File: config.mk
export PLATFORM = sky130hd
export DESIGN_NAME = rws_top
export DESIGN_NICKNAME = d
export VERILOG_FILES = /design/src/rtl/rws_pkg.sv /design/src/rtl/rws_top.sv /design/src/rtl/rws_sync.sv /design/src/rtl/rws_wake_drv.sv
export SDC_FILE = /design/constraint.sdc
export NUM_CORES = 1
export LEC_CHECK = 0
export BUFFER_PORTS_ARGS = -buffer_cell sky130_fd_sc_hd__buf_2
export CORE_AREA = 10 10 70 72
export DETAILED_ROUTE_END_ITERATION = 16
export DIE_AREA = 0 0 80 82
export PLACE_DENSITY_LB_ADDON = 0.12
export SYNTH_ARGS = -nofsm -noshare
export SYNTH_HDL_FRONTEND = slang
export SYNTH_SLANG_ARGS = --single-unit
File: constraint.sdc
create_clock -name SYS_CLK -period 3.35 [get_ports SYS_CLK]
set_input_delay 0.335 -clock SYS_CLK [delete_from_list [all_inputs] [get_ports SYS_CLK]]
set_output_delay 0.335 -clock SYS_CLK [all_outputs]
set_load 0.02 [all_outputs]
File: src/rtl/rws_pkg.sv
// Purpose: Shared constants and types for the reset, wake and strap control block
// Assumes: One 50 MHz system clock, APB register access
// Notes:   Offsets are byte addresses of aligned 32-bit words
`default_nettype none

package rws_pkg;

    // =====================================================================
    // Timing
    localparam int CLK_HZ       = 50_000_000;
    localparam int REF_HZ       = 25_000_000;
    localparam int POR_TIME_NS  = 2000;
    // Least time: round up to whole cycles
    localparam int POR_CYCLES   = (POR_TIME_NS * (CLK_HZ / 1_000_000) + 999) / 1000;
    localparam int POR_W        = 8;

    // =====================================================================
    // Register map
    localparam int          ADDR_W      = 8;
    localparam logic [7:0]  OFF_ORDER   = 8'h00;
    localparam logic [7:0]  OFF_CTRL    = 8'h04;
    localparam logic [7:0]  OFF_STATUS  = 8'h08;
    // Arbitrary value, fixed pattern for byte-order checks
    localparam logic [31:0] ORDER_VAL   = 32'h0F1E_2D3C;

    // Control register fields
    localparam int CTRL_WAKE_EN  = 0;
    localparam int CTRL_WAKE_POL = 1;
    localparam int CTRL_WAKE_OD  = 2;
    localparam int CTRL_SLEEP    = 3;

    // Status register fields
    localparam int ST_ASLEEP     = 0;
    localparam int ST_READ_DONE  = 1;
    localparam int ST_WAKE_EVT   = 2;
    localparam int ST_WR_DROP    = 3;
    localparam int ST_SPEED_100  = 4;
    localparam int ST_FULL_DUP   = 5;
    localparam int ST_AUTONEG    = 6;
    localparam int ST_AUTO_MDIX  = 7;
    localparam int ST_STRAP      = 8;

    // =====================================================================
    // Types
    typedef enum logic [1:0] {
        SEL_NONE,
        SEL_ORDER,
        SEL_CTRL,
        SEL_STATUS
    } rws_sel_e;

    typedef struct packed {
        logic speed_100;
        logic full_duplex;
        logic autoneg_en;
        logic auto_mdix_en;
    } rws_link_s;

    typedef struct packed {
        logic [POR_W-1:0] por_cnt;
        logic             int_rst;
        logic             read_done;
        logic             asleep;
        logic             wake_en;
        logic             wake_pol;
        logic             wake_od;
        logic             wake_evt;
        logic             wr_drop;
        logic             strap_speed;
        rws_link_s        link;
        logic             pready;
        logic             pslverr;
        logic [31:0]      prdata;
    } rws_state_s;

    localparam rws_link_s LINK_RST = '{
        speed_100: 1'b0, full_duplex: 1'b0, autoneg_en: 1'b0, auto_mdix_en: 1'b0
    };

    localparam rws_state_s STATE_RST = '{
        por_cnt:     POR_W'(POR_CYCLES),
        int_rst:     1'b1,
        read_done:   1'b0,
        asleep:      1'b0,
        wake_en:     1'b0,
        wake_pol:    1'b0,
        wake_od:     1'b0,
        wake_evt:    1'b0,
        wr_drop:     1'b0,
        strap_speed: 1'b0,
        link:        LINK_RST,
        pready:      1'b0,
        pslverr:     1'b0,
        prdata:      32'h0000_0000
    };

endpackage

`default_nettype wire

File: src/rtl/rws_top.sv
// Purpose: Reset, wake indicator and strap control for an Ethernet controller
// Assumes: SYS_CLK at 50 MHz, straps and pins synchronous except the external reset
// Notes:   Registers reached over APB; host write cycle means an APB write access
//
// Contract
// - Fixed reference clock times all logic
// - External reset low resets all state
// - Power-on reset covers floating external reset
// - Writes ignored until one read done
// - Enabled wake event asserts indicator
// - Software sets indicator polarity, driver type
// - Only host write wakes the device
// - Any write data wakes when sleeping
// - Crossover strap high enables auto crossover
// - Speed strap captured at reset release
// - Strap selects 10 half or 100 auto
//
// The implementer's own choices: register access over APB and the placing of the registers.
`default_nettype none

module rws_top (
    // Clock and reset
    input  wire logic              SYS_CLK,
    input  wire logic              SYS_RST,
    // External reset pin
    input  wire logic              EXTERNAL_RESET_IN_N,
    // Straps
    input  wire logic              SPEED_STRAP_IN,
    input  wire logic              CROSSOVER_AUTO_STRAP,
    // Wake event from the rest of the chip
    input  wire logic              WAKE_EVENT_IN,
    // APB slave
    input  wire logic              PSEL,
    input  wire logic              PENABLE,
    input  wire logic              PWRITE,
    input  wire logic [7:0]        PADDR,
    input  wire logic [31:0]       PWDATA,
    output logic      [31:0]       PRDATA,
    output logic                   PREADY,
    output logic                   PSLVERR,
    // Wake indicator pin
    output logic                   WAKE_INDICATOR_OUT_O,
    output logic                   WAKE_INDICATOR_OUT_OE,
    // Status towards the rest of the chip
    output logic                   INTERNAL_RESET,
    output logic                   POWER_SAVE,
    output rws_pkg::rws_link_s     LINK_CFG
);

    // =====================================================================
    // Address decode
    function automatic rws_pkg::rws_sel_e reg_sel(input logic [7:0] a);
        case (a)
            rws_pkg::OFF_ORDER:  reg_sel = rws_pkg::SEL_ORDER;
            rws_pkg::OFF_CTRL:   reg_sel = rws_pkg::SEL_CTRL;
            rws_pkg::OFF_STATUS: reg_sel = rws_pkg::SEL_STATUS;
            default:             reg_sel = rws_pkg::SEL_NONE;
        endcase
    endfunction

    // =====================================================================
    // State
    rws_pkg::rws_state_s st_q;
    rws_pkg::rws_state_s st_d;

    logic ext_n_s;
    logic hold;
    logic setup;
    logic access;
    logic wr_acc;
    logic rd_acc;
    rws_pkg::rws_sel_e sel_setup;
    rws_pkg::rws_sel_e sel_acc;

    // =====================================================================
    // External reset synchroniser
    // Synchronised reset release
    rws_sync #(
        .W       (1),
        .RST_VAL (1'b0)
    ) u_ext_sync (
        .clk (SYS_CLK),
        .rst (SYS_RST),
        .d   (EXTERNAL_RESET_IN_N),
        .q   (ext_n_s)
    );

    // =====================================================================
    // Bus phases
    assign setup     = PSEL & ~PENABLE;
    assign access    = PSEL & PENABLE & st_q.pready;
    assign wr_acc    = access & PWRITE;
    assign rd_acc    = access & ~PWRITE;
    assign sel_setup = reg_sel(PADDR);
    assign sel_acc   = reg_sel(PADDR);

    // Hold while pin low or power-on count runs
    assign hold = (st_q.por_cnt != '0) | ~ext_n_s;

    // =====================================================================
    // Next state
    always_comb begin
        st_d         = st_q;
        st_d.pready  = 1'b0;
        st_d.pslverr = 1'b0;

        if (st_q.por_cnt != '0) begin
            st_d.por_cnt = st_q.por_cnt - 1'b1;
        end
        st_d.int_rst = hold;

        st_d.link.auto_mdix_en = CROSSOVER_AUTO_STRAP;

        if (st_q.int_rst) begin
            st_d.read_done = 1'b0;
            st_d.asleep    = 1'b0;
            st_d.wake_en   = 1'b0;
            st_d.wake_pol  = 1'b0;
            st_d.wake_od   = 1'b0;
            st_d.wake_evt  = 1'b0;
            st_d.wr_drop   = 1'b0;
            st_d.prdata    = 32'h0000_0000;
            if (!hold) begin
                st_d.strap_speed = SPEED_STRAP_IN;
                st_d.link.speed_100   = SPEED_STRAP_IN;
                st_d.link.full_duplex = 1'b0;
                st_d.link.autoneg_en  = SPEED_STRAP_IN;
            end
        end else begin
            // Setup phase prepares the answer; access completes one cycle later
            if (setup) begin
                st_d.pready  = 1'b1;
                st_d.pslverr = (sel_setup == rws_pkg::SEL_NONE);
                st_d.prdata  = 32'h0000_0000;
                if (!st_q.asleep) begin
                    case (sel_setup)
                        rws_pkg::SEL_ORDER: begin
                            st_d.prdata = rws_pkg::ORDER_VAL;
                        end
                        rws_pkg::SEL_CTRL: begin
                            st_d.prdata[rws_pkg::CTRL_WAKE_EN]  = st_q.wake_en;
                            st_d.prdata[rws_pkg::CTRL_WAKE_POL] = st_q.wake_pol;
                            st_d.prdata[rws_pkg::CTRL_WAKE_OD]  = st_q.wake_od;
                            st_d.prdata[rws_pkg::CTRL_SLEEP]    = st_q.asleep;
                        end
                        rws_pkg::SEL_STATUS: begin
                            st_d.prdata[rws_pkg::ST_ASLEEP]    = st_q.asleep;
                            st_d.prdata[rws_pkg::ST_READ_DONE] = st_q.read_done;
                            st_d.prdata[rws_pkg::ST_WAKE_EVT]  = st_q.wake_evt;
                            st_d.prdata[rws_pkg::ST_WR_DROP]   = st_q.wr_drop;
                            st_d.prdata[rws_pkg::ST_SPEED_100] = st_q.link.speed_100;
                            st_d.prdata[rws_pkg::ST_FULL_DUP]  = st_q.link.full_duplex;
                            st_d.prdata[rws_pkg::ST_AUTONEG]   = st_q.link.autoneg_en;
                            st_d.prdata[rws_pkg::ST_AUTO_MDIX] = st_q.link.auto_mdix_en;
                            st_d.prdata[rws_pkg::ST_STRAP]     = st_q.strap_speed;
                        end
                        default: begin
                            st_d.prdata = 32'h0000_0000;
                        end
                    endcase
                end
            end

            // Keep the answer standing through the access cycle
            if (access) begin
                st_d.prdata = st_q.prdata;
            end

            // A sleeping device counts no reads, so the wake write is always
            // followed by a fresh read before any write lands
            if (rd_acc && !st_q.asleep) begin
                st_d.read_done = 1'b1;
            end

            if (wr_acc) begin
                if (st_q.asleep) begin
                    st_d.asleep    = 1'b0;
                    st_d.read_done = 1'b0;
                end else if (!st_q.read_done) begin
                    st_d.wr_drop = 1'b1;
                end else begin
                    case (sel_acc)
                        rws_pkg::SEL_CTRL: begin
                            st_d.wake_en  = PWDATA[rws_pkg::CTRL_WAKE_EN];
                            st_d.wake_pol = PWDATA[rws_pkg::CTRL_WAKE_POL];
                            st_d.wake_od  = PWDATA[rws_pkg::CTRL_WAKE_OD];
                            if (PWDATA[rws_pkg::CTRL_SLEEP]) begin
                                st_d.asleep    = 1'b1;
                                st_d.read_done = 1'b0;
                            end
                        end
                        rws_pkg::SEL_STATUS: begin
                            if (PWDATA[rws_pkg::ST_WAKE_EVT]) begin
                                st_d.wake_evt = 1'b0;
                            end
                            if (PWDATA[rws_pkg::ST_WR_DROP]) begin
                                st_d.wr_drop = 1'b0;
                            end
                        end
                        default: begin
                            st_d.wake_evt = st_d.wake_evt;
                        end
                    endcase
                end
            end

            // Enabled event latches; set beats clear
            if (WAKE_EVENT_IN && st_q.wake_en) begin
                st_d.wake_evt = 1'b1;
            end
        end
    end

    always_ff @(posedge SYS_CLK) begin
        if (SYS_RST) begin
            st_q <= rws_pkg::STATE_RST;
        end else begin
            st_q <= st_d;
        end
    end

    // =====================================================================
    // Wake indicator pin
    // Indicator drive
    rws_wake_drv u_wake_drv (
        .clk        (SYS_CLK),
        .rst        (SYS_RST),
        .active     (st_q.wake_en & st_q.wake_evt),
        .pol_high   (st_q.wake_pol),
        .open_drain (st_q.wake_od),
        .pin_o      (WAKE_INDICATOR_OUT_O),
        .pin_oe     (WAKE_INDICATOR_OUT_OE)
    );

    // =====================================================================
    // Outputs
    assign PRDATA         = st_q.prdata;
    assign PREADY         = st_q.pready;
    assign PSLVERR        = st_q.pslverr;
    assign INTERNAL_RESET = st_q.int_rst;
    assign POWER_SAVE     = st_q.asleep;
    assign LINK_CFG       = st_q.link;

endmodule

`default_nettype wire

File: src/rtl/rws_sync.sv
// Purpose: Two-flop synchroniser for level signals
// Assumes: Destination clock is the system clock
// Notes:   First stage feeds only the second stage
`default_nettype none

module rws_sync #(
    parameter int           W       = 1,
    parameter logic [W-1:0] RST_VAL = '0
) (
    // Clock and reset
    input  wire logic         clk,
    input  wire logic         rst,
    // Level in and out
    input  wire logic [W-1:0] d,
    output logic      [W-1:0] q
);

    // =====================================================================
    // Stages
    logic [W-1:0] meta_q;
    logic [W-1:0] sync_q;

    genvar i;
    generate
        for (i = 0; i < W; i++) begin : g_bit
            always_ff @(posedge clk) begin
                if (rst) begin
                    meta_q[i] <= RST_VAL[i];
                    sync_q[i] <= RST_VAL[i];
                end else begin
                    meta_q[i] <= d[i];
                    sync_q[i] <= meta_q[i];
                end
            end
        end
    endgenerate

    assign q = sync_q;

endmodule

`default_nettype wire

File: src/rtl/rws_wake_drv.sv
// Purpose: Wake indicator pin driver with programmable polarity and buffer type
// Assumes: Pin resolved from output and enable outside the design
// Notes:   Output and enable come straight from flip-flops
`default_nettype none

module rws_wake_drv (
    // Clock and reset
    input  wire logic clk,
    input  wire logic rst,
    // Control
    input  wire logic active,
    input  wire logic pol_high,
    input  wire logic open_drain,
    // Pin
    output logic      pin_o,
    output logic      pin_oe
);

    // =====================================================================
    // Driver
    logic lvl;
    logic o_q;
    logic oe_q;

    assign lvl = pol_high ? active : ~active;

    always_ff @(posedge clk) begin
        if (rst) begin
            o_q  <= 1'b0;
            oe_q <= 1'b0;
        end else if (open_drain) begin
            // Open drain can only pull low; a high level is left to the pull-up
            o_q  <= 1'b0;
            oe_q <= ~lvl;
        end else begin
            o_q  <= lvl;
            oe_q <= 1'b1;
        end
    end

    assign pin_o  = o_q;
    assign pin_oe = oe_q;

endmodule

`default_nettype wire

# After elaboration in Yosys (flattened, before gate mapping)
# Index checks and enable logic that the tools add are counted.
[classes]
add_sub_neg = 1
eq_ne = 8
n_mux = 21
bitwise_logic = 16
n_reduce_logical = 18
[ops]
columns = ["op", "count"]
rows = [
  ["2-to-1 mux 34 bit", 1],
  ["2-to-1 mux 28 bit", 1],
  ["2-to-1 mux 19 bit", 1],
  ["one-hot mux 4 bit (3 select lines)", 1],
  ["2-to-1 mux 5 bit", 2],
  ["one-hot mux 5 bit (2 select lines)", 1],
  ["2-to-1 mux 1 bit", 9],
  ["inverter 1 bit", 9],
  ["equality test 8 x 3 -> 1 bit, second input constant", 1],
  ["equality test 8 x 4 -> 1 bit, second input constant", 1],
  ["zero test 8 bit", 1],
  ["AND reduction 4 bit", 2],
  ["nonzero test 2 bit", 4],
  ["nonzero test 8 bit", 1],
  ["subtractor 8 x 1 -> 8 bit, second input constant", 1],
  ["2-to-1 mux 7 bit", 1],
  ["bitwise AND 1 bit", 6],
  ["2-to-1 mux 6 bit", 1],
  ["one-hot mux 2 bit (3 select lines)", 1],
  ["AND reduction 5 bit", 1],
  ["equality test 2 bit, second input constant", 2],
  ["2-to-1 mux 2 bit", 2],
  ["inequality test 2 x 1 -> 1 bit, second input constant", 2],
  ["AND reduction 2 bit", 2],
  ["8 further kinds", 10],
]
[totals]
ff_bits = 56
out_inout_bits = 42
word_cells = 82

# Longest topological paths before layout
# Gate-level depths: netlist of the first run.
[depth]
depth_word = 11
mapped_depth = 6
mapped_depth_nobuf = 6

# Cells and area by module
# A second synthesis of the first run with hierarchy kept.
[unflattened]
hier_cells = 182
area_unflattened_um2 = 1631.6
[by_module_without_submodules]
columns = ["mod", "instances", "cells_each", "area_each_um2", "seq_area_each_um2"]
rows = [
  ["rws_top", 1, 173, 1512.7, 560.5],
  ["rws_wake_drv", 1, 5, 66.3, 40.0],
  ["rws_sync", 1, 4, 52.6, 40.0],
]

# Worst setup path after synthesis of the first run
# No wires, ideal clock.
[synth_timing]
path_kind = "input -> register"
start = "in PADDR[1]"
end = "reg st_q[41] (netlist bit)"
setup_ns = 0.087
arrival_time_ns = 1.424
required_time_ns = 3.263
path_slack_ns = 1.839
stages = 4
path_buffers = 0
cell_sequence = "or4_4 -> nor4_4 -> nand3_1 -> o31ai_1"
[synth_via]
elab_chain_cells = 4
word_cells_on_any_way = 6
cone_classes = "3 x eq/ne; 1 x mux; 2 x reduce/logical"
[synth_rtl]
columns = ["element", "line", "text"]
rows = [
  ["start: declaration", "rws_top.sv:36", "input wire logic [7:0] PADDR,"],
  ["equality test 8 x 4 -> 1 bit (tied with other cells)", "rws_top.sv:53", "case (a)"],
  ["one-hot mux 2 bit (3 select lines) *", "rws_top.sv:53", ""],
  ["equality test 2 bit *", "rws_top.sv:182", "case (sel_acc)"],
  ["AND reduction 4 bit (no line) *", "--", ""],
  ["end signal: assignment", "rws_top.sv:216", "st_q <= rws_pkg::STATE_RST;"],
  ["end signal: assignment", "rws_top.sv:218", "st_q <= st_d;"],
  ["end: declaration", "rws_top.sv:63", "rws_pkg::rws_state_s st_q;"],
]
# Every way passes the cells marked *; elsewhere a longest branch is shown, timed or not.
# A chain may end at the register's enable or synchronous reset.

# Worst setup path in the final report of the first run
[layout_timing]
start = "reg st_q[47] (netlist bit)"
end = "reg st_q[47] (netlist bit)"
[layout_via]
elab_chain_cells = 1
word_cells_on_any_way = 2
cone_classes = "1 x add/sub; 1 x reduce/logical"
[layout_rtl]
columns = ["element", "line"]
rows = [
  ["subtractor 8 x 1 -> 8 bit or nonzero test 8 bit (tied branches)", "rws_top.sv:108, rws_top.sv:107"],
]
# Parallel ways exist; a longest one is shown, timed or not.

==> flow_summary.toml, run 1 <==
[timing]
clock_skew_ns = 0.00841
max_slew_margin = 0.544
max_slew.worst_pin.slew_ns = 0.678
final_number_of_hold_violating_endpoints = 0
hold_ws_ns = 0.217
layout_min_cycle_time_ns = 1.59
fin_crit_sh = 0.475
finalSetupViolCount = 0
finalMaxSlewViolations = 0
fmax_ghz = 0.629
setup_repair_after_global_routing_missed_its_margin = "false"
final.setup.tns_ns = 0
setup_slack_ns = 1.76

[worst_setup_path]
largest_fanout_of_any_net_on_the_critical_path = 8
reg2reg_path_depth = 6
r2r_end = "st_q[47]"
critical_path.reg2reg.startpoint = "st_q[47]"
critPathRequiredTime_ns = 3.58
critical_path.endpoint_type = "flip-flop"
timing.setup.critical_path_class = "reg2reg"
cp.arrival_ns = 1.82
cp-start-kind = "flip-flop"
ff2ff_setup_slack_ns = 1.76

[synthesis]
postSynthCellCount = 184
synth_ff_type = "sky130_fd_sc_hd__dfxtp_1"
yosys.cell_count.top_type = "sky130_fd_sc_hd__buf_4"
synth.largest_area_cell = "sky130_fd_sc_hd__dfxtp_1"
synth_enable_flop_cells = 0
yosys.cell_types.count = 43
ys_ff_latch = 32
synth.top_cells.by_area = "sky130_fd_sc_hd__dfxtp_1 (40%), sky130_fd_sc_hd__buf_4 (17%), sky130_fd_sc_hd__nand2_1 (5.1%)"
synth-async-reset-ratio = 0
synthDominantCellAreaShare = 0.398
post_synth_most_frequent_cells = "sky130_fd_sc_hd__buf_4 (36), sky130_fd_sc_hd__dfxtp_1 (32), sky130_fd_sc_hd__nand2_1 (22), sky130_fd_sc_hd__nor2_1 (13)"
synth_sequential_area_ratio = 0.398
yosysWarnings = 0
syn-cell-area_mm2 = 0.00161
synthesis.area_per_instance_um2 = 8.75

[die]
core_area_mm2 = 0.00358
die-area_mm2 = 0.00656
floorplan.die.width_um = 80
start_util = 0.450
boundaryPins = 91
core.rowCount = 22
floorplan.die.height_um = 82

[power]
share_seq_of_total_power = 0.524
vdd_drop_max_uv = 232
internal_power_uw = 581
power.static_leakage_nw = 0.780
portion_of_total_power_attributed_to_combinational_logic = 0.102
power.switching_uw = 191
netSwitchingFraction = 0.247
power.density_mw_per_mm2 = 439
post-layout-total-power_uw = 772
share_clk_of_total_power = 0.374

[drt]
ant_nets = 0
wl_per_cell_um = 13.6
drc_violation_count_after_routing = 0
dr.pass1.iters = 4
1st_iter_drt_viols = 67
route.vias.total = 1290
avgViaCountPerCell = 4.90
routed_wl_um = 3580

[global_routing]
track_usage = 0.109
vias_in_the_first_global_route = 1217
grt_antenna_before_repair = 0
grt_pass1_wl_um = 5680
grt_max_degree = 18
globalRoute.totalOverflow = 0

[clock_network]
worst_skew_pair.late_latency_ns = 0.33
post_cts_resize_count = 0
clock_tree_from_tritoncts = "yes"
post_cts_setup_bufs = 0
cts.reportedPaths.clkPinSlew_ns = 0.10
cts_sinks = 32
tritoncts.num_buffers = 5
clock-root-buffer = "sky130_fd_sc_hd__clkbuf_4"
cts_hold_buf = 0
htree_num_levels = 2
cts_max_path_buffers = 2

[place]
globalplace.congestion = 0.770
dpl.hpwl_um = 2930
place_ws_ns = 1.61
buffer_ports.inserted = 49

[worst_hold_path]
hp-class = "in2reg"
whs_path_cells = 2
hp-start = "EXTERNAL_RESET_IN_N"
timing.hold.worst_endpoint = "u_ext_sync.meta_q"

[layout]
filler_cell_count = 369
design.final.nets = 264
areaGrowthSynthToFinish_pct = 9.17
layout-drive-gt1-share = 0.298
antennaDiodeCount = 0

[run_status]
outcome = "complete, no violations"

[run]
maxCapViolCount = 0
## how the worst max path moves through the flow
stage | from | to | slack [ns] | cells after the start
after CTS | st_q[47] | st_q[47] | 1.74 | 6
after floorplan | PADDR[1] | st_q[41] | 1.84 | 4
after global placement | PADDR[1] | st_q[41] | 1.66 | 5
after global routing | st_q[47] | st_q[47] | 1.54 | 6
after detailed placement | PADDR[1] | POWER_SAVE | 1.61 | 5
final | st_q[47] | st_q[47] | 1.76 | 6
## area by class of cell
| class | count | area [µm²] | area share |
|---|---|---|---|
| clock buffers | 6 | 41.3 | 0.0235 |
| repair buffers | 49 | 245 | 0.140 |
| multi-input cells | 122 | 721 | 0.410 |
| well taps | 48 | 60.1 | 0.0342 |
| inverters | 4 | 15.0 | 0.00854 |
| flip-flops and latches | 32 | 641 | 0.364 |
| clock inverters | 2 | 35.0 | 0.0199 |
## power groups by stage
stage / sequential, mW / combinational (mW) / clock, mW
after floorplan: 0.412 / 0.0648 / 0
after global placement: 0.412 / 0.0763 / 0
after detailed placement: 0.414 / 0.0784 / 0
after CTS: 0.405 / 0.0786 / 0.295
after global routing: 0.407 / 0.0875 / 0.309
final: 0.405 / 0.0786 / 0.289
## registers in the layout (all words and copies together), names as in the netlist
signal             count
st_q                  14
LINK_CFG               2
u_wake_drv.pin_o       1
PREADY                 1
PRDATA                 8
u_ext_sync.meta_q      1
u_wake_drv.pin_oe      1
PSLVERR                1
u_ext_sync.q           1
INTERNAL_RESET         1
POWER_SAVE             1
## worst max-delay path, cell delays in order (launching register included)
cell,delay [ns]
sky130_fd_sc_hd__dfxtp_1,0.36
sky130_fd_sc_hd__inv_1,0.07
sky130_fd_sc_hd__ha_1,0.19
sky130_fd_sc_hd__nor3b_2,0.42
sky130_fd_sc_hd__nand2_1,0.20
sky130_fd_sc_hd__xnor2_1,0.19
sky130_fd_sc_hd__nor2_1,0.05
## layout by cell type (no fill, tap or decap), drive strengths merged, types with 4 or more instances in the layout
cell / instances
inv: 4
buf: 49
a21oi: 6
o21ai: 6
nor4: 4
nor2b: 6
conb: 13
clkbuf: 6
nand2: 22
nor2: 14
nand3: 4
o31ai: 5
dfxtp: 32
nand4: 5
## cell families (layout without fill, tap and decap cells)
kind of cell               count (synthesis)  after routing  synth area share
DFF                                       32             32             0.398
muxes                                      3              3            0.0194
and+or+nand+nor                           73             73             0.253
other                                      1             13           0.00233
xor gates and xnor gates                   4              4            0.0218
AOI/OAI and AO/OA                         28             28             0.115
buffers and inverters                     42             61             0.183
adders and majority gates                  1              1           0.00777
## through the flow
step,instances,cell area (µm²),util
floorplan,196,1660,-
global placement,255,1680,0.470
detailed placement,255,1680,0.470
CTS,263,1760,0.491
global route,263,1760,0.491
finish,263,1760,0.491
## layer usage
metal  global-route usage  vias to the layer above  routed length, µm
li1                     -                      649                  -
met1                0.114                      587               1460
met2                0.181                       48               1650
met3               0.0600                        6                425
met4               0.0423                        0                 42
met5                    0                        -                  0
No activity file was read; power rests on OpenSTA's default activity.
==> inputs of run 2 (changes only) <==
- ABC_AREA: unset -> 1
- CORE_AREA: 10 10 70 72 -> 10 10 76 78
- DIE_AREA: 0 0 80 82 -> 0 0 86 88
- clock period: 3.35 -> 1.31 ns (I/O delays scaled with it)
==> run 2 against run 1 <==
  * Die area increased by 15%
  * Hold slack got worse by 0.18 ns
  * Sequential share of layout area decreased by 3.8 points
  * Combinational power increased to 3.3 times the previous value
  * Core utilization decreased by 3.3 points
  * Via count increased by 5.8%
  * Power increased to 2.9 times the previous value
  * Register-to-register slack got worse by 1.7 ns
  * Final area increased by 12%
  * Clock skew about the same
  * Flip-flop and latch count unchanged
  * Setup slack got worse by 1.7 ns
  * Largest power group unchanged
==> flow_summary.toml, run 2 <==
[run_status]
outcome = "complete, no violations"

[synthesis]
synth.largest_area_cell = "sky130_fd_sc_hd__dfxtp_1"
syn-cell-area_mm2 = 0.00166
synthesis.area_per_instance_um2 = 7.34
synth_ff_type = "sky130_fd_sc_hd__dfxtp_1"
yosys.cell_types.count = 23
synth.top_cells.by_area = "sky130_fd_sc_hd__dfxtp_1 (39%), sky130_fd_sc_hd__buf_4 (16%), sky130_fd_sc_hd__nand2_1 (8.8%)"
ys_ff_latch = 32
synth_sequential_area_ratio = 0.386
yosys.cell_count.top_type = "sky130_fd_sc_hd__nand2_1"
synth_enable_flop_cells = 0
synth-async-reset-ratio = 0
postSynthCellCount = 226
post_synth_most_frequent_cells = "sky130_fd_sc_hd__nand2_1 (39), sky130_fd_sc_hd__buf_4 (36), sky130_fd_sc_hd__dfxtp_1 (32), sky130_fd_sc_hd__inv_1 (28), sky130_fd_sc_hd__nor2_1 (21)"
synthDominantCellAreaShare = 0.386
yosysWarnings = 0

[clock_network]
clock-root-buffer = "sky130_fd_sc_hd__clkbuf_8"
clock_tree_from_tritoncts = "yes"
cts_sinks = 32
htree_num_levels = 2
worst_skew_pair.late_latency_ns = 0.29
cts_max_path_buffers = 2
tritoncts.num_buffers = 5
cts.reportedPaths.clkPinSlew_ns = 0.07

[worst_setup_path]
largest_fanout_of_any_net_on_the_critical_path = 4
critPathRequiredTime_ns = 1.54
timing.setup.critical_path_class = "reg2reg"
cp-start-kind = "flip-flop"
cp.arrival_ns = 1.53
critical_path.endpoint_type = "flip-flop"

[global_routing]
track_usage = 0.0958
grt_pass1_wl_um = 5960
grt_max_degree = 14
grt_antenna_before_repair = 0
globalRoute.totalOverflow = 0
vias_in_the_first_global_route = 1331

[layout]
filler_cell_count = 475
antennaDiodeCount = 0
flip_flop_count_of_the_largest_register_after_layout = 14
areaGrowthSynthToFinish_pct = 18.6
most_common_library_cell_in_the_layout_ignoring_fill_and_taps = "sky130_fd_sc_hd__buf_2"
layout-drive-gt1-share = 0.353
design.final.nets = 315
mostFrequentLayoutCells = "sky130_fd_sc_hd__buf_2 (49), sky130_fd_sc_hd__nand2_1 (37), sky130_fd_sc_hd__dfxtp_1 (31)"
largest-register = "st_q"

[run]
maxCapViolCount = 0

[place]
buffer_ports.inserted = 49
globalplace.congestion = 0.756
place_ws_ns = -0.114
dpl.hpwl_um = 2970

[timing]
fin_crit_sh = 0.991
finalMaxSlewViolations = 0
setup_repair_after_global_routing_missed_its_margin = "true"
fmax_ghz = 0.771
final_number_of_hold_violating_endpoints = 0
layout_min_cycle_time_ns = 1.30
clock_skew_ns = 0.00808
finalSetupViolCount = 0
setup_slack_ns = 0.0123
hold_ws_ns = 0.0407

[drt]
drc_violation_count_after_routing = 0
route.vias.total = 1365
routed_wl_um = 3630
1st_iter_drt_viols = 37
ant_nets = 0
wl_per_cell_um = 11.4
dr.pass1.iters = 4
avgViaCountPerCell = 4.29

[die]
boundaryPins = 91
die-area_mm2 = 0.00757
core_area_mm2 = 0.00429
floorplan.die.height_um = 88
start_util = 0.386
core.rowCount = 24
floorplan.die.width_um = 86

[power]
power.static_leakage_nw = 0.967
power.density_mw_per_mm2 = 1130
vdd_drop_max_uv = 632

[worst_hold_path]
hp-class = "in2reg"
[run 2: changes by cell type in the layout (fill, tap and decap cells not counted), sizes merged, moves of 3 or more]
| cell | delta |
|---|---|
| o31ai | -5 |
| a21oi | +8 |
| inv | +28 |
| buf | +8 |
| nor4 | -4 |
| nand4b | -3 |
| nand2 | +17 |
| nand2b | -3 |
| o21ai | +3 |
| nand3 | +15 |
| nor2b | -6 |
| nor2 | +12 |
| nand3b | -3 |
[run 2: kinds of logic after synthesis]
group | share of synthesized area
adder cells (fa/ha/maj) | 0.00755
AND/OR/NAND/NOR | 0.260
AO/OA/AOI/OAI | 0.0785
buffers and inverters | 0.238
XOR/XNOR | 0.0264
other | 0.00226
flip-flops | 0.386
[run 2: report_power, final]
group	internal [mW]	switching, mW	total [mW]
registers	1.01	0.0258	1.03
clock network	0.562	0.376	0.938
logic	0.105	0.155	0.259
total	1.67	0.556	2.23
[run 2: area by class of cell]
| class | instances | area, µm² | share of cell area |
|---|---|---|---|
| clock inverters | 3 | 42.5 | 0.0216 |
| multi-input cells | 137 | 719 | 0.366 |
| repair buffers | 57 | 309 | 0.157 |
| inverters | 32 | 120 | 0.0611 |
| flip-flops and latches | 32 | 642 | 0.326 |
| clock buffers | 5 | 68.8 | 0.0350 |
| well taps | 52 | 65.1 | 0.0331 |
[run 2: critical path, stage by stage (launching register included)]
cell                      delay (ns)
sky130_fd_sc_hd__dfxtp_2        0.32
sky130_fd_sc_hd__inv_2          0.08
sky130_fd_sc_hd__ha_4           0.14
sky130_fd_sc_hd__inv_2          0.03
sky130_fd_sc_hd__nor2_2         0.08
sky130_fd_sc_hd__nand2_2        0.08
sky130_fd_sc_hd__nor3_4         0.16
sky130_fd_sc_hd__buf_6          0.14
sky130_fd_sc_hd__nand4_1        0.09
sky130_fd_sc_hd__a21oi_2        0.13
[run 2: timing repair]
action | CTS | global route
endpoints found under the setup margin | 7 | 9
gates resized for setup | 2 | 12
hold buffers | 0 | 0
setup buffers | 1 | 0
pin swaps | 4 | 5
hold endpoints to repair | 0 | 0
[run 2: metal layers]
metal	track usage	routed length [µm]	vias to the layer above	part of all wire
li1	-	-	736	-
met1	0.101	1470	588	0.41
met2	0.158	1730	36	0.48
met3	0.0529	385	5	0.11
met4	0.0359	39	0	0.011
met5	0	0	-	0
[run 2: metrics by stage]
step | util | std cells | TNS [ns] | total power, mW | instance area [µm²]
after floorplan | - | 238 | -0.0124 | 1.25 | 1720
after global placement | 0.421 | 309 | -0.345 | 1.29 | 1810
after detailed placement | 0.421 | 309 | -0.576 | 1.30 | 1810
after CTS | 0.451 | 318 | 0 | 2.24 | 1940
after global routing | 0.458 | 318 | -0.261 | 2.33 | 1970
final | 0.458 | 318 | 0 | 2.23 | 1970
[run 2: worst paths after layout]
path                       start                end  slack (ns)  cells after the start
max reg2reg             st_q[47]        LINK_CFG[1]        0.01                      9
min          EXTERNAL_RESET_IN_N  u_ext_sync.meta_q        0.04                      3
min reg2reg    u_ext_sync.meta_q       u_ext_sync.q        0.42                      2
max                     st_q[47]        LINK_CFG[1]        0.01                      9
==> inputs of run 3 (changes only) <==
- ABC_AREA: 1 -> unset
- SETUP_SLACK_MARGIN: unset -> 0.3
==> run 3 against run 2 <==
  * The run now ends with negative setup slack left
  * Final cell count decreased by 9.4%
  * Clock power decreased by 17%
  * Routed wire length rose by 14%
  * Clock skew is 0.0038 ns lower
  * Critical path depth down 4
  * Setup slack worse by 0.065 ns
  * Via count rose by 2.7%
  * Maximum frequency is 4.7% lower
  * Sequential power barely moved
  * Core utilization grew 6.6 points
  * Critical path type unchanged
  * Largest cell class unchanged
  * Largest power group unchanged
==> flow_summary.toml, run 3 (same netlist as run 1, synthesis figures left out) <==
[clock_network]
cts_max_path_buffers = 2
cts.reportedPaths.clkPinSlew_ns = 0.06
htree_num_levels = 2
cts_sinks = 32
tritoncts.num_buffers = 5
clock-root-buffer = "sky130_fd_sc_hd__clkbuf_8"
worst_skew_pair.late_latency_ns = 0.28
clock_tree_from_tritoncts = "yes"

[global_routing]
grt_antenna_before_repair = 0
track_usage = 0.109
grt_pass1_wl_um = 6690
globalRoute.totalOverflow = 0
grt_max_degree = 17
vias_in_the_first_global_route = 1394

[timing]
clock_skew_ns = 0.00432
layout_min_cycle_time_ns = 1.36
setup_repair_after_global_routing_missed_its_margin = "true"
finalMaxSlewViolations = 0
final_number_of_hold_violating_endpoints = 0
final.setup.tns_ns = -0.0791
setup_slack_ns = -0.0523
fmax_ghz = 0.734
finalSetupViolCount = 6
fin_crit_sh = 1.04

[drt]
detail_route.wirelength.met1_um = 1740
met3_wirelength_um = 398
dr.pass1.iters = 4
drc_violation_count_after_routing = 0
route.vias.total = 1402
ant_nets = 0
wl_per_cell_um = 14.4
routed_wl_um = 4140
1st_iter_drt_viols = 72
avgViaCountPerCell = 4.87
routed.top_layer = "met4"
met2RoutedLength_um = 1960

[layout]
areaGrowthSynthToFinish_pct = 39.7
mostFrequentLayoutCells = "sky130_fd_sc_hd__buf_2 (35), sky130_fd_sc_hd__dfxtp_1 (21), sky130_fd_sc_hd__nand2_1 (20)"
most_common_library_cell_in_the_layout_ignoring_fill_and_taps = "sky130_fd_sc_hd__buf_2"
flip_flop_count_of_the_largest_register_after_layout = 14
layout-drive-gt1-share = 0.521
largest-register = "st_q"
filler_cell_count = 409
post_route_insts_no_fill = 288
design.final.nets = 285
antennaDiodeCount = 0

[worst_setup_path]
cp-start-kind = "flip-flop"
crit_path_cell_trace = "or3_4 -> nor4_4 -> buf_6 -> nand3_1 -> o31ai_1"
timing.critical_path.slowest_cell_delay_ns = 0.36
cp.arrival_ns = 1.56
critPathRequiredTime_ns = 1.51
critical-path-slowest-cell = "sky130_fd_sc_hd__or3_4"
critical_path.endpoint_type = "flip-flop"
worstPathBufferInverterCount = 1
timing.setup.critical_path_class = "reg2reg"
cp_top_family = "simple AND/OR/NAND/NOR gates"
largest_fanout_of_any_net_on_the_critical_path = 6

[place]
globalplace.congestion = 0.783
placed_cells = 273
buffer_ports.inserted = 49
dpl.hpwl_um = 3240

[die]
die-area_mm2 = 0.00757
core_area_mm2 = 0.00429
core.rowCount = 24
floorplan.die.width_um = 86
boundaryPins = 91
start_util = 0.375
floorplan.die.height_um = 88

[power]
power.static_leakage_nw = 0.944
vdd_drop_max_uv = 477
power.density_mw_per_mm2 = 935

[run]
maxCapViolCount = 0

[run_status]
violated_checks = "negative setup slack"
outcome = "complete, but fails checks"

[worst_hold_path]
hp-class = "in2reg"
[run 3: changes by cell type in the layout (fill, tap and decap cells not counted), moves of 7 or more]
cell | before | now
sky130_fd_sc_hd__buf_4 | 7 | 16
sky130_fd_sc_hd__inv_1 | 24 | 2
sky130_fd_sc_hd__buf_6 | 1 | 18
sky130_fd_sc_hd__dfxtp_1 | 31 | 21
sky130_fd_sc_hd__a21oi_1 | 12 | 5
sky130_fd_sc_hd__dfxtp_2 | 1 | 9
sky130_fd_sc_hd__nand3_1 | 16 | 2
sky130_fd_sc_hd__nor2_1 | 19 | 10
sky130_fd_sc_hd__nand2_1 | 37 | 20
sky130_fd_sc_hd__buf_2 | 49 | 35
[run 3: worst paths after layout]
kind,from,to,slack (ns),depth (start not counted)
setup reg to reg,POWER_SAVE,st_q[41],-0.05,5
setup / recovery,POWER_SAVE,st_q[41],-0.05,5
hold reg to reg,u_ext_sync.q,INTERNAL_RESET,0.41,1
hold / removal,EXTERNAL_RESET_IN_N,u_ext_sync.meta_q,0.06,2
[run 3: power by group]
part | internal (mW) | switching, mW
Combinational | 0.130 | 0.152
Sequential | 1.01 | 0.0383
Clock | 0.428 | 0.348
[run 3: timing repair]
action / CTS / global route
hold endpoints to repair: 0 / 0
buffers inserted: 4 / 3
setup endpoints to repair: 42 / 41
hold buffers: 0 / 0
pin swaps: 15 / 14
resized for setup: 19 / 46
[run 3: per-stage QoR]
step                      setup WS (ns)  area (µm²)  hold WS (ns)  power, mW   util
final                           -0.0523        2250        0.0564       2.10  0.524
after global routing             -0.119        2250        0.0782       2.21  0.524
after CTS                       -0.0215        2060        0.0488       2.12  0.480
after detailed placement         -0.211        1880         0.346       1.33  0.438
after global placement           -0.180        1880         0.345       1.32  0.438
after floorplan                 -0.0279        1750         0.203       1.26      -
[run 3: cell type report]
cell class / instances / area [µm²] / share of cell area
Clock buffer: 8 / 90.1 / 0.0400
Tap cell: 52 / 65.1 / 0.0289
Timing Repair Buffer: 70 / 518 / 0.230
Sequential cell: 32 / 659 / 0.293
Inverter: 4 / 15.0 / 0.00667
Multi-Input combinational cell: 122 / 902 / 0.401
[run 3: metal layers]
layer  track usage  vias up
li1              -      691
met3        0.0594        5
met4        0.0404        0
met2         0.164       45
met1         0.128      661
met5             0        -
